`config.mk`:
```
export PLATFORM = sky130hd
export DESIGN_NAME = card_config_attr_decode
export DESIGN_NICKNAME = d
export VERILOG_FILES = /design/src/core/ccad_pkg.sv /design/src/core/ccad_decode_if.sv /design/src/core/ccad_access_decode.sv /design/src/core/card_config_attr_decode.sv
export SDC_FILE = /design/constraint.sdc
export NUM_CORES = 1
export LEC_CHECK = 0
export BUFFER_PORTS_ARGS = -buffer_cell sky130_fd_sc_hd__buf_2
export CAP_MARGIN = 10
export CORE_ASPECT_RATIO = 2
export CORE_MARGIN = 10
export CORE_UTILIZATION = 30
export CTS_BUF_LIST = sky130_fd_sc_hd__clkbuf_8
export DETAILED_ROUTE_END_ITERATION = 16
export GPL_TIMING_DRIVEN = 0
export SETUP_SLACK_MARGIN = 0.4
export SYNTH_ARGS = -nofsm -noshare
export SYNTH_HDL_FRONTEND = slang
export SYNTH_SLANG_ARGS = --single-unit
```
`constraint.sdc`:
```
create_clock -name mclk -period 1.9 [get_ports mclk]
set_input_delay 0.095 -clock mclk [delete_from_list [all_inputs] [get_ports mclk]]
set_output_delay 0.095 -clock mclk [all_outputs]
set_load 0.005 [all_outputs]
```
`src/core/ccad_pkg.sv`:
```
package ccad_pkg;
   // =====================================================================
   // address decode constants
   // =====================================================================
   localparam int          ADDR_WIDTH      = 11;           // A10..A0
   localparam logic [10:0] CFG_BASE_ADDR   = 11'h200;      // bank base in attribute space
   localparam logic [10:0] OPTION_ADDR     = 11'h200;      // card_option_control
   localparam logic [10:0] STATE_ADDR      = 11'h202;      // card_state_control
   localparam logic [10:0] PINSUB_ADDR     = 11'h204;      // pin_substitute_status
   localparam logic [10:0] SOCKET_ADDR     = 11'h206;      // socket_copy_number
   localparam logic [1:0]  SEL_OPTION      = 2'h0;         // A2:A1 codes
   localparam logic [1:0]  SEL_STATE       = 2'h1;
   localparam logic [1:0]  SEL_PINSUB      = 2'h2;
   localparam logic [1:0]  SEL_SOCKET      = 2'h3;
   // =====================================================================
   // option register fields and reset values
   // =====================================================================
   localparam int          SOFT_RESET_POS  = 7;            // soft_reset_bit
   localparam int          INT_TYPE_POS    = 6;            // interrupt_type_bit
   localparam logic [7:0]  OPTION_RESET    = 8'h00;
   localparam logic [7:0]  STATE_RESET     = 8'h00;
   localparam logic [7:0]  PINSUB_RESET    = 8'h00;
   localparam logic [7:0]  SOCKET_RESET    = 8'h00;
   // =====================================================================
   // card modes from the configuration index
   // =====================================================================
   typedef enum logic [1:0] {
      CCAD_MODE_MEMORY     = 2'h0,
      CCAD_MODE_CONTIG_IO  = 2'h1,
      CCAD_MODE_PRIMARY_IO = 2'h2,
      CCAD_MODE_SECOND_IO  = 2'h3
   } ccad_mode_type;
   // bus access classes
   typedef enum logic [2:0] {
      CCAD_ACC_IDLE    = 3'h0,
      CCAD_ACC_CFG     = 3'h1,
      CCAD_ACC_INFO    = 3'h3,
      CCAD_ACC_COMMON  = 3'h2,
      CCAD_ACC_INVALID = 3'h6
   } ccad_access_type;
endpackage : ccad_pkg

```
`src/core/ccad_decode_if.sv`:
```
// carries the decoded access from the decoder to the register bank
interface ccad_decode_if;
   import ccad_pkg::*;
   ccad_access_type accessKind;      // class of the current access
   logic            isRead;          // output strobe active
   logic            isWrite;         // write strobe active
   logic [1:0]      regSelect;       // A2:A1
   logic            lowLane;         // D7..D0 in use
   logic            highLane;        // D15..D8 in use
   modport decoder (output accessKind, isRead, isWrite, regSelect, lowLane, highLane);
   modport bank    (input  accessKind, isRead, isWrite, regSelect, lowLane, highLane);
endinterface : ccad_decode_if

```
`src/core/ccad_access_decode.sv`:
```
module ccad_access_decode
   import ccad_pkg::*;
(
   // host strobes
   input wire logic                  lowByteEnable_n,
   input wire logic                  highByteEnable_n,
   input wire logic                  attrSelect_n,
   input wire logic                  outputEnable_n,
   input wire logic                  writeEnable_n,
   input wire logic [ADDR_WIDTH-1:0] address,
   // decoded result
   ccad_decode_if.decoder            dec
);
   // =====================================================================
   // combinational decode of one bus access
   // =====================================================================
   always_comb begin
      dec.isRead    = ~outputEnable_n & writeEnable_n;
      dec.isWrite   = ~writeEnable_n & outputEnable_n;
      dec.regSelect = address[2:1];
      dec.lowLane   = 1'b0;
      dec.highLane  = 1'b0;
      dec.accessKind = CCAD_ACC_IDLE;
      if (lowByteEnable_n && highByteEnable_n) begin
         // standby: strobes ignored
         dec.accessKind = CCAD_ACC_IDLE;
      end else if (!(dec.isRead || dec.isWrite)) begin
         dec.accessKind = CCAD_ACC_IDLE;
      end else if (attrSelect_n) begin
         // common memory, lanes by enable
         dec.lowLane  = ~lowByteEnable_n;
         dec.highLane = ~highByteEnable_n;
         if (!lowByteEnable_n && !highByteEnable_n && address[0]) begin
            dec.accessKind = CCAD_ACC_INVALID;
         end else begin
            dec.accessKind = CCAD_ACC_COMMON;
         end
      end else if (lowByteEnable_n || address[0]) begin
         // odd attribute byte
         dec.accessKind = CCAD_ACC_INVALID;
      end else if (address[10:3] == CFG_BASE_ADDR[10:3]) begin
         // configuration bank
         dec.lowLane    = 1'b1;
         dec.accessKind = CCAD_ACC_CFG;
      end else if (!address[10] && !address[9]) begin
         // information structure, read only
         dec.lowLane    = dec.isRead;
         dec.accessKind = dec.isRead ? CCAD_ACC_INFO : CCAD_ACC_INVALID;
      end else begin
         // reserved attribute location
         dec.accessKind = CCAD_ACC_INVALID;
      end
   end
endmodule : ccad_access_decode

```
`src/core/card_config_attr_decode.sv`:
```
// Summary of operation
// - four config registers at attribute 200h
// - common memory lanes chosen by byte enables
// - option register at 200h read/write
// - A2:A1 select state, pins, socket registers
// - information structure read at even low addresses
// - odd attribute byte reads are invalid
// - info writes and odd writes invalid
// - other attribute locations reserved, no function
// - I/O mode exposes pin status in registers
// - soft reset bit holds card in reset
// - clearing soft reset leaves card unconfigured
// - soft reset cleared by hardware reset
// - interrupt type bit: 1 level, 0 pulse
// - configuration index picks card mode
module card_config_attr_decode
   import ccad_pkg::*;
#(
   parameter int INFO_DEPTH = 256                  // information structure bytes
)
(
   // clock and reset
   input  wire logic                      mclk,
   input  wire logic                      reset_n,
   // host bus strobes
   input  wire logic                      low_byte_enable_n,
   input  wire logic                      high_byte_enable_n,
   input  wire logic                      attrSelect_n,
   input  wire logic                      outputEnable_n,
   input  wire logic                      writeEnable_n,
   input  wire logic [ccad_pkg::ADDR_WIDTH-1:0] address,
   // data bus, three signals per lane
   input  wire logic [15:0]               dataIn,
   output logic      [15:0]               dataOut,
   output logic      [1:0]                dataOe_n,
   // common memory side
   input  wire logic [15:0]               commonReadData,
   output logic                           commonWrite,
   output logic      [15:0]               commonWriteData,
   output logic      [1:0]                commonLanes,
   // card state towards the core
   input  wire logic                      cardReady,
   input  wire logic                      writeProtect,
   output logic                           cardInReset,
   output logic                           levelInterrupt,
   output ccad_pkg::ccad_mode_type        cardMode,
   output logic                           ioMode,
   output logic                           invalidAccess
);
   // =====================================================================
   // decode and state
   // =====================================================================
   ccad_decode_if dec ();                           // decoded access

   typedef struct packed {
      logic [7:0]  option;                          // card_option_control
      logic [7:0]  cardState;                       // card_state_control
      logic [7:0]  pinSubstitute;                   // pin_substitute_status
      logic [7:0]  socketCopy;                      // socket_copy_number
      logic [15:0] dataOut;                         // registered read data
      logic [1:0]  dataOe_n;                        // lane drive enables, low drives
      logic        commonWrite;                     // common memory write pulse
      logic [15:0] commonWriteData;                 // write data to common memory
      logic [1:0]  commonLanes;                     // lanes of that write
      logic        writeSeen;                       // write strobe already acted on
      logic        invalidAccess;                   // invalid access flag (pulse)
      logic        cardInReset;                     // soft reset driven to card
      logic        ioMode;                          // index nonzero, I/O card mode
   } ccad_state_type;

   ccad_state_type state;                           // current state
   ccad_state_type next_state;                      // next state

   logic [7:0] infoMem [INFO_DEPTH];                // information structure bytes
   logic [7:0] cfgRead;                             // selected config byte
   logic [7:0] infoRead;                            // info byte at address

   ccad_access_decode u_decode (
      .lowByteEnable_n  (low_byte_enable_n),
      .highByteEnable_n (high_byte_enable_n),
      .attrSelect_n     (attrSelect_n),
      .outputEnable_n   (outputEnable_n),
      .writeEnable_n    (writeEnable_n),
      .address          (address),
      .dec              (dec.decoder)
   );

   // information structure contents: blank until loaded by a variant
   initial begin
      for (int i = 0; i < INFO_DEPTH; i++) begin
         infoMem[i] = 8'hff;
      end
   end
   assign infoRead = infoMem[address[$clog2(INFO_DEPTH):1]];

   // =====================================================================
   // register read mux
   // =====================================================================
   always_comb begin
      unique case (dec.regSelect)
         SEL_OPTION: cfgRead = state.option;
         SEL_STATE:  cfgRead = state.cardState;
         // I/O mode shows ready and protect here, not on pins
         SEL_PINSUB: cfgRead = ioMode ? {state.pinSubstitute[7:6],
                                         cardReady, writeProtect,
                                         state.pinSubstitute[3:0]}
                                      : state.pinSubstitute;
         SEL_SOCKET: cfgRead = state.socketCopy;
      endcase
   end

   // =====================================================================
   // next-state logic
   // =====================================================================
   always_comb begin
      next_state = state;
      next_state.commonWrite   = 1'b0;
      next_state.invalidAccess = 1'b0;
      next_state.dataOe_n      = 2'h3;
      next_state.dataOut       = 16'h0000;
      if (!dec.isWrite) begin
         next_state.writeSeen = 1'b0;
      end
      unique case (dec.accessKind)
         CCAD_ACC_IDLE: begin
            // lanes stay released
         end
         CCAD_ACC_CFG: begin
            if (dec.isRead) begin
               next_state.dataOut  = {8'h00, cfgRead};
               next_state.dataOe_n = 2'h2;
            end else if (!state.writeSeen) begin
               next_state.writeSeen = 1'b1;
               unique case (dec.regSelect)
                  // soft reset stays as written, no self clear
                  SEL_OPTION: begin
                     next_state.option = dataIn[7:0];
                     // clearing soft reset drops the index back to unconfigured
                     if (state.option[SOFT_RESET_POS] && !dataIn[SOFT_RESET_POS]) begin
                        next_state.option = OPTION_RESET;
                     end
                  end
                  SEL_STATE:  next_state.cardState     = dataIn[7:0];
                  SEL_PINSUB: next_state.pinSubstitute = dataIn[7:0];
                  SEL_SOCKET: next_state.socketCopy    = dataIn[7:0];
               endcase
            end
         end
         CCAD_ACC_INFO: begin
            next_state.dataOut  = {8'h00, infoRead};
            next_state.dataOe_n = 2'h2;
         end
         CCAD_ACC_COMMON: begin
            if (dec.isRead) begin
               // drive only the enabled lanes
               next_state.dataOut  = commonReadData;
               next_state.dataOe_n = ~{dec.highLane, dec.lowLane};
            end else if (!state.writeSeen) begin
               next_state.writeSeen       = 1'b1;
               next_state.commonWrite     = 1'b1;
               next_state.commonWriteData = dataIn;
               next_state.commonLanes     = {dec.highLane, dec.lowLane};
            end
         end
         default: begin
            // invalid or reserved: nothing stored, lanes released
            next_state.invalidAccess = 1'b1;
         end
      endcase
      // card held in reset while the bit stands; release is unconfigured
      next_state.cardInReset = next_state.option[SOFT_RESET_POS];
      // mode flag kept in a flop so the output comes straight from one
      next_state.ioMode      = |next_state.option[5:0];
   end

   // =====================================================================
   // state register; hardware reset clears soft reset and index
   // =====================================================================
   always_ff @(posedge mclk or negedge reset_n) begin
      if (!reset_n) begin
         state               <= '0;
         state.option        <= OPTION_RESET;
         state.cardState     <= STATE_RESET;
         state.pinSubstitute <= PINSUB_RESET;
         state.socketCopy    <= SOCKET_RESET;
         state.dataOe_n      <= 2'h3;
      end else begin
         state <= next_state;
      end
   end

   // =====================================================================
   // outputs, all from flip-flops
   // =====================================================================
   assign dataOut         = state.dataOut;
   assign dataOe_n        = state.dataOe_n;
   assign commonWrite     = state.commonWrite;
   assign commonWriteData = state.commonWriteData;
   assign commonLanes     = state.commonLanes;
   assign cardInReset     = state.cardInReset;
   assign levelInterrupt  = state.option[INT_TYPE_POS];
   assign cardMode        = ccad_mode_type'(state.option[1:0]);
   assign ioMode          = state.ioMode;
   assign invalidAccess   = state.invalidAccess;
endmodule : card_config_attr_decode

```
### Yosys cells after proc, flatten, opt, wreduce, memory -nomap -nowiden

Cells that the tools add are included.

* register bits: 73
* latch bits: 0
* RAM bits: 0
* memory bits (read-only): 0
* bits of input ports: 52
* logic and storage cells: 89
* memories: 0

* add/subtract/negate cells: 0
* multiply operators: 0
* divide/modulo/power cells: 0
* $lt $le $gt $ge: 0
* equality and inequality tests: 7
* shift-type cells: 0
* muxes and demuxes: 38
* bitwise operators: 9
* reductions and logical operators: 21

Operator list (count)
* 2-to-1 mux 32 bit: 3
* case mux 18 bit (3 select lines): 1
* 2-to-1 mux 20 bit: 2
* 2-to-1 mux 8 bit: 5
* case mux 8 bit (4 select lines): 1
* 2-to-1 mux 3 bit: 8
* 2-to-1 mux 19 bit: 1
* 2-to-1 mux 18 bit: 1
* AND reduction 4 bit: 4
* 2-to-1 mux 1 bit: 13
* 2-to-1 mux 10 bit: 1
* == test 8 x 7 -> 1 bit (second input constant): 1
* == test 3 x 2 -> 1 bit (second input constant): 2
* 2-to-1 mux 6 bit: 1
* inverter 1 bit: 6
* OR reduction 6 bit: 1
* logical AND 1 bit: 5
* zero test 1 bit: 5
* == test 2 bit (second input constant): 2
* OR reduction 4 bit: 1
* == test 3 x 1 -> 1 bit (second input constant): 1
* zero test 3 bit: 1
* AND reduction 3 bit: 1
* bitwise AND 1 bit: 2
* 5 further kinds: 6

### Logic depth before layout (Yosys ltp)

* depth in word-level cells: 12
* gate-level depth with buffers: 8
* depth with buffers taken out: 6

### Cells and area by module

From an unflattened synthesis, not the netlist that was laid out.

* cells, all modules: 290
* area, all modules: 3538.4 um^2

By module, submodules not included
* card_config_attr_decode: times used 1, cells an instance 265, area an instance 3352.0 um^2, sequential area each 1804.2 um^2
* ccad_access_decode: times used 1, cells an instance 25, area an instance 186.4 um^2, sequential area each 0.0 um^2

### Least setup slack after synthesis

Ideal clock, no wire load.

* path type: input to register
* from: input port outputEnable_n
* to: register state (netlist bit commonWriteData[10])
* library setup time: 0.125 ns
* arrival: 1.677 ns
* required time: 1.775 ns
* setup slack: 0.098 ns
* stages on the path: 8
* buffers on the path: 2
* cell sequence: inv_1 ha_1 nand2b_1 a211o_1 nand2b_1 buf_2 buf_6 mux2_4

* longest elaborated chain between the ends: 11

RTL lines
* start, declared: line card_config_attr_decode.sv:29 `input wire logic outputEnable_n,`
* inverter 1 bit: line ccad_access_decode.sv:18 `dec.isRead = ~outputEnable_n & writeEnable_n;`
* bitwise AND 1 bit: line ccad_access_decode.sv:18
* 2-to-1 mux 3 bit: line ccad_access_decode.sv:48 `dec.accessKind = dec.isRead ? CCAD_ACC_INFO : CCAD_ACC_INVALID;`
* 2-to-1 mux 3 bit: line ccad_access_decode.sv:45 `end else if (!address[10] && !address[9]) begin`
* 2-to-1 mux 3 bit: line ccad_access_decode.sv:41 `end else if (address[10:3] == CFG_BASE_ADDR[10:3]) begin`
* 2-to-1 mux 3 bit: line ccad_access_decode.sv:38 `end else if (lowByteEnable_n || address[0]) begin`
* 2-to-1 mux 3 bit: line ccad_access_decode.sv:29 `end else if (attrSelect_n) begin`
* 2-to-1 mux 3 bit: line ccad_access_decode.sv:27 `end else if (!(dec.isRead || dec.isWrite)) begin`
* 2-to-1 mux 3 bit: line ccad_access_decode.sv:24 `if (lowByteEnable_n && highByteEnable_n) begin`
* == test 3 x 2 -> 1 bit: line card_config_attr_decode.sv:124 `unique case (dec.accessKind)`
* AND reduction 3 bit (no line) *
* end signal, assigned: line card_config_attr_decode.sv:188 `state <= next_state;`
* end, declared: line card_config_attr_decode.sv:71 `ccad_state_type state;`

Mark *: on every way between the ends. The rest lies on a longest branch, timed or not.
A chain may end at the register's enable or synchronous reset.

### Final worst setup path

* from: input port address[8] (netlist name)
* to: register state[57] (netlist name)

* longest elaborated chain between the ends: 8

RTL lines
* start, declared: line card_config_attr_decode.sv:31 `input wire logic [ccad_pkg::ADDR_WIDTH-1:0] address,`
* == test 8 x 7 -> 1 bit: line ccad_access_decode.sv:41
* 2-to-1 mux 3 bit: line ccad_access_decode.sv:41
* 2-to-1 mux 3 bit: line ccad_access_decode.sv:38
* 2-to-1 mux 3 bit: line ccad_access_decode.sv:29
* 2-to-1 mux 3 bit: line ccad_access_decode.sv:27
* 2-to-1 mux 3 bit: line ccad_access_decode.sv:24
* == test 3 x 1 -> 1 bit: line card_config_attr_decode.sv:124
* AND reduction 4 bit (no line)

No other way between the ends.

==> key figures <==
CTS
  – CTS Buf Count: 9
  – Htree depth: 3
  – Clock Pin Slew Worst Setup and Hold Paths: 0.09 ns
  – Clk Latency, worst-skew pair: 0.36 ns
  – CTS tree: done
  – Clock sinks: 72
  – Root buf cell: clkbuf_8
  – Bufs on Longest Clock Path: 2

Route
  – DRT antenna net count: 0
  – Vias: 2472
  – Avg WL per Cell: 16.24 um
  – Via density: 4.438
  – # DRC: 0
  – Number of detailed-route iterations in the first pass: 4
  – WL final: 9.043 mm
  – Initial DRC count: 99

STA
  – Final clock skew: 0.01587 ns
  – Fmax: 668.7 MHz
  – Final hold vios: 0
  – Transition time of the tightest slew-check pin: 0.4954 ns
  – Final worst setup slack: 0.4047 ns
  – Slew Viols, Final: 0
  – Final Cycle Share: 78.70%
  – Unrepaired setup endpoints after global routing: yes
  – Fin crit period: 1.495 ns
  – Worst slew margin: 66.89%
  – Final setup violating endpoints: 0

Power and ir drop
  – Clock share of power: 35.6%
  – Seq pwr share: 45.1%
  – Power density over the cells: 801.7 nW/um^2
  – Internal power: 0.002872 W
  – Sw Ratio: 24.90%
  – Worst ir drop on vdd: 504.8 uV
  – Comb power frac: 19.3%
  – Leakage: 2.427 nW
  – P_sw: 0.0009520 W

Setup path
  – Startpoint types: input pin
  – Crit. End Element: flop
  – Crit path DAT: 1.74 ns
  – Required @ worst endpoint: 2.14 ns
  – Slowest Stage Delay on Critical Path: 0.49 ns
  – CP Cell Sequence: buf_2 > nor4b_2 > and3_4 > and4b_1 > buf_6 > mux2_4
  – Critical path's slowest cell: nor4b_2
  – CP Max Fanout: 8
  – Critical path class: input pin to flop

Placement
  – Pre-CTS setup slack: -0.05385 ns
  – Post-DP Area: 4215 um^2
  – GP Congestion: 0.7597
  – I/O Buffers: 94
  – Hpwl dp: 6.493 mm

Logic synthesis
  – Average size of a mapped cell: 12.52 um^2
  – Syn nets: 329
  – Post-Syn Instances: 275
  – Synthesis Warnings: 0
  – Share of the synthesized area in the top cell type: 50.87%
  – Post-synthesis sequential area ratio: 52.40%
  – Synthesized flop and latch total: 72
  – Post-synth EDFFs: 0
  – FFs w/ async S/R, synth: 100.0%
  – Synth cell types: 36
  – Synthesized cell area: 3443 um^2
  – Cell taking the most area after synthesis: dfrtp_1
  – Primary FF master, synth: dfrtp_1
  – Synth top area cells: dfrtp_1, buf_4, mux2_2

Floorplanning
  – Top Ports: 95
  – Die ar.: 16420 um^2
  – Initial Util: 30.51%
  – Die H: 171.5 um
  – Core ar.: 11290 um^2
  – Row cnt: 55
  – Chip width: 95.76 um

Finish
  – Inserted Diodes: 0
  – Core Util, Final: 42.26%
  – P&R area growth vs syn: 38.52%
  – Final instance area: 4770 um^2
  – Layout cell share with drive strength beyond 1: 53.98%
  – # nets final: 464

Global route
  – Tot GR Track Use: 11.56%
  – Vias in the first global route: 2777
  – Largest net degree at the start of global routing: 71
  – Global route overflow: 0
  – First-pass GRT wire length: 14.59 mm
  – Initial antenna violation count: 0

Run
  – Number of max-cap violations: 0

Worst hold path
  – HP Class: input pin to flop

Run status
  – Status: finished, final reports clean
==> worst max-delay path, delay by kind of cell <==
kind / cells / cell delay [ns]
AND/OR/NAND/NOR: 3 / 1.03
buffers and inverters: 2 / 0.29
multiplexers: 1 / 0.32
==> what timing repair did <==
item | 4_1_cts | 5_1_grt
setup endpoints to repair | 51 | 47
endpoints found under the hold margin | 94 | 0
resized for setup | 4 | 13
pin swaps | 2 | 2
setup buffers | 2 | 2
hold buffers | 25 | 0
==> final timing paths <==
| path | start | end | slack [ns] | depth (start not counted) |
|---|---|---|---|---|
| min in group asynchronous | reset_n | commonWriteData[15] | 0.07 | 2 |
| min reg2reg | state[53] | state[53] | 0.49 | 1 |
| min | dataIn[7] | state[56] | 0.04 | 2 |
| max in group asynchronous | reset_n | dataOe_n[0] | 1.24 | 3 |
| max reg2reg | ioMode | dataOut[4] | 0.43 | 4 |
| max | address[8] | state[57] | 0.40 | 6 |
==> area by class of cell <==
type | instances | area, um^2
fill | 1060 | 6516
sequential | 72 | 1805
multi-input combinational | 143 | 1376
timing repair buffer | 124 | 780.7
buffer | 47 | 360.3
tap | 142 | 177.7
clock buffer | 9 | 123.9
clock inverter | 7 | 93.84
inverter | 13 | 51.30
==> per-layer routing <==
metal	vias up	routed length, um	track usage, %
li1	1186	-	-
met1	1193	3350	12.19
met2	74	4948	20.37
met3	19	510	2.226
met4	0	234	6.834
met5	-	0	0
==> through the flow <==
stage	hold slack, ns	power (W)	cells	TNS [ns]
after floorplan	-0.2006	0.002148	275	0
after global placement	0.3019	0.002427	511	-0.4770
after detailed placement	-0.1005	0.002451	512	-0.3922
after CTS	0.01990	0.003880	555	0
after global routing	0.03861	0.004026	557	0
final	0.03703	0.003824	557	0
==> registers in the layout, summed over array words and instances, names as in the netlist <==
register and flops:
state 30, dataOut 16, invalidAccess 1, commonLanes 2, cardMode 2, levelInterrupt 1
commonWrite 1, commonWriteData 16, ioMode 1, dataOe_n 2
==> placed cells by master (no fill, tap or decap), drive strengths merged, types with 5 or more instances in the layout <==
master and instances:
o21ai 7, nand2 28, mux4 8, and2 8
inv 14, buf 146, mux2 45, nor4 5
clkbuf 9, o211ai 8, dlygate4sd3 25, dfrtp 70
nor2 8
==> Yosys cell counts, drive strengths merged (2+ instances only) <==
library cell and n:
a21oi 4, dfrtp 70, buf 46, nor2 8
nand2 28, nand2b 4, dfstp 2, mux2 45
o21ai 7, and4b 2, nor3b 2, o211ai 8
inv 13, a2111oi 2, mux4 8, and2 8
ha 2, nand4 2, nor4 5
==> power groups by stage <==
stage               clock [W]  sequential (W)  combinational [W]
global placement            0         0.00175           0.000680
CTS                   0.00141         0.00172           0.000751
finish                0.00136         0.00172           0.000738
global route          0.00147         0.00174           0.000810
floorplan                   0         0.00174           0.000413
detailed placement          0         0.00175           0.000699
==> cell families after synthesis <==
| group | Yosys count | synth area share (%) |
|---|---|---|
| flip-flops | 72 | 52.40 |
| AND/OR/NAND/NOR | 62 | 9.520 |
| buffers and inverters | 60 | 11.26 |
| multiplexers | 53 | 20.93 |
| AO/OA/AOI/OAI | 26 | 5.160 |
| adder cells (fa/ha/maj) | 2 | 0.7266 |
Power figures use the tool's default switching activity.
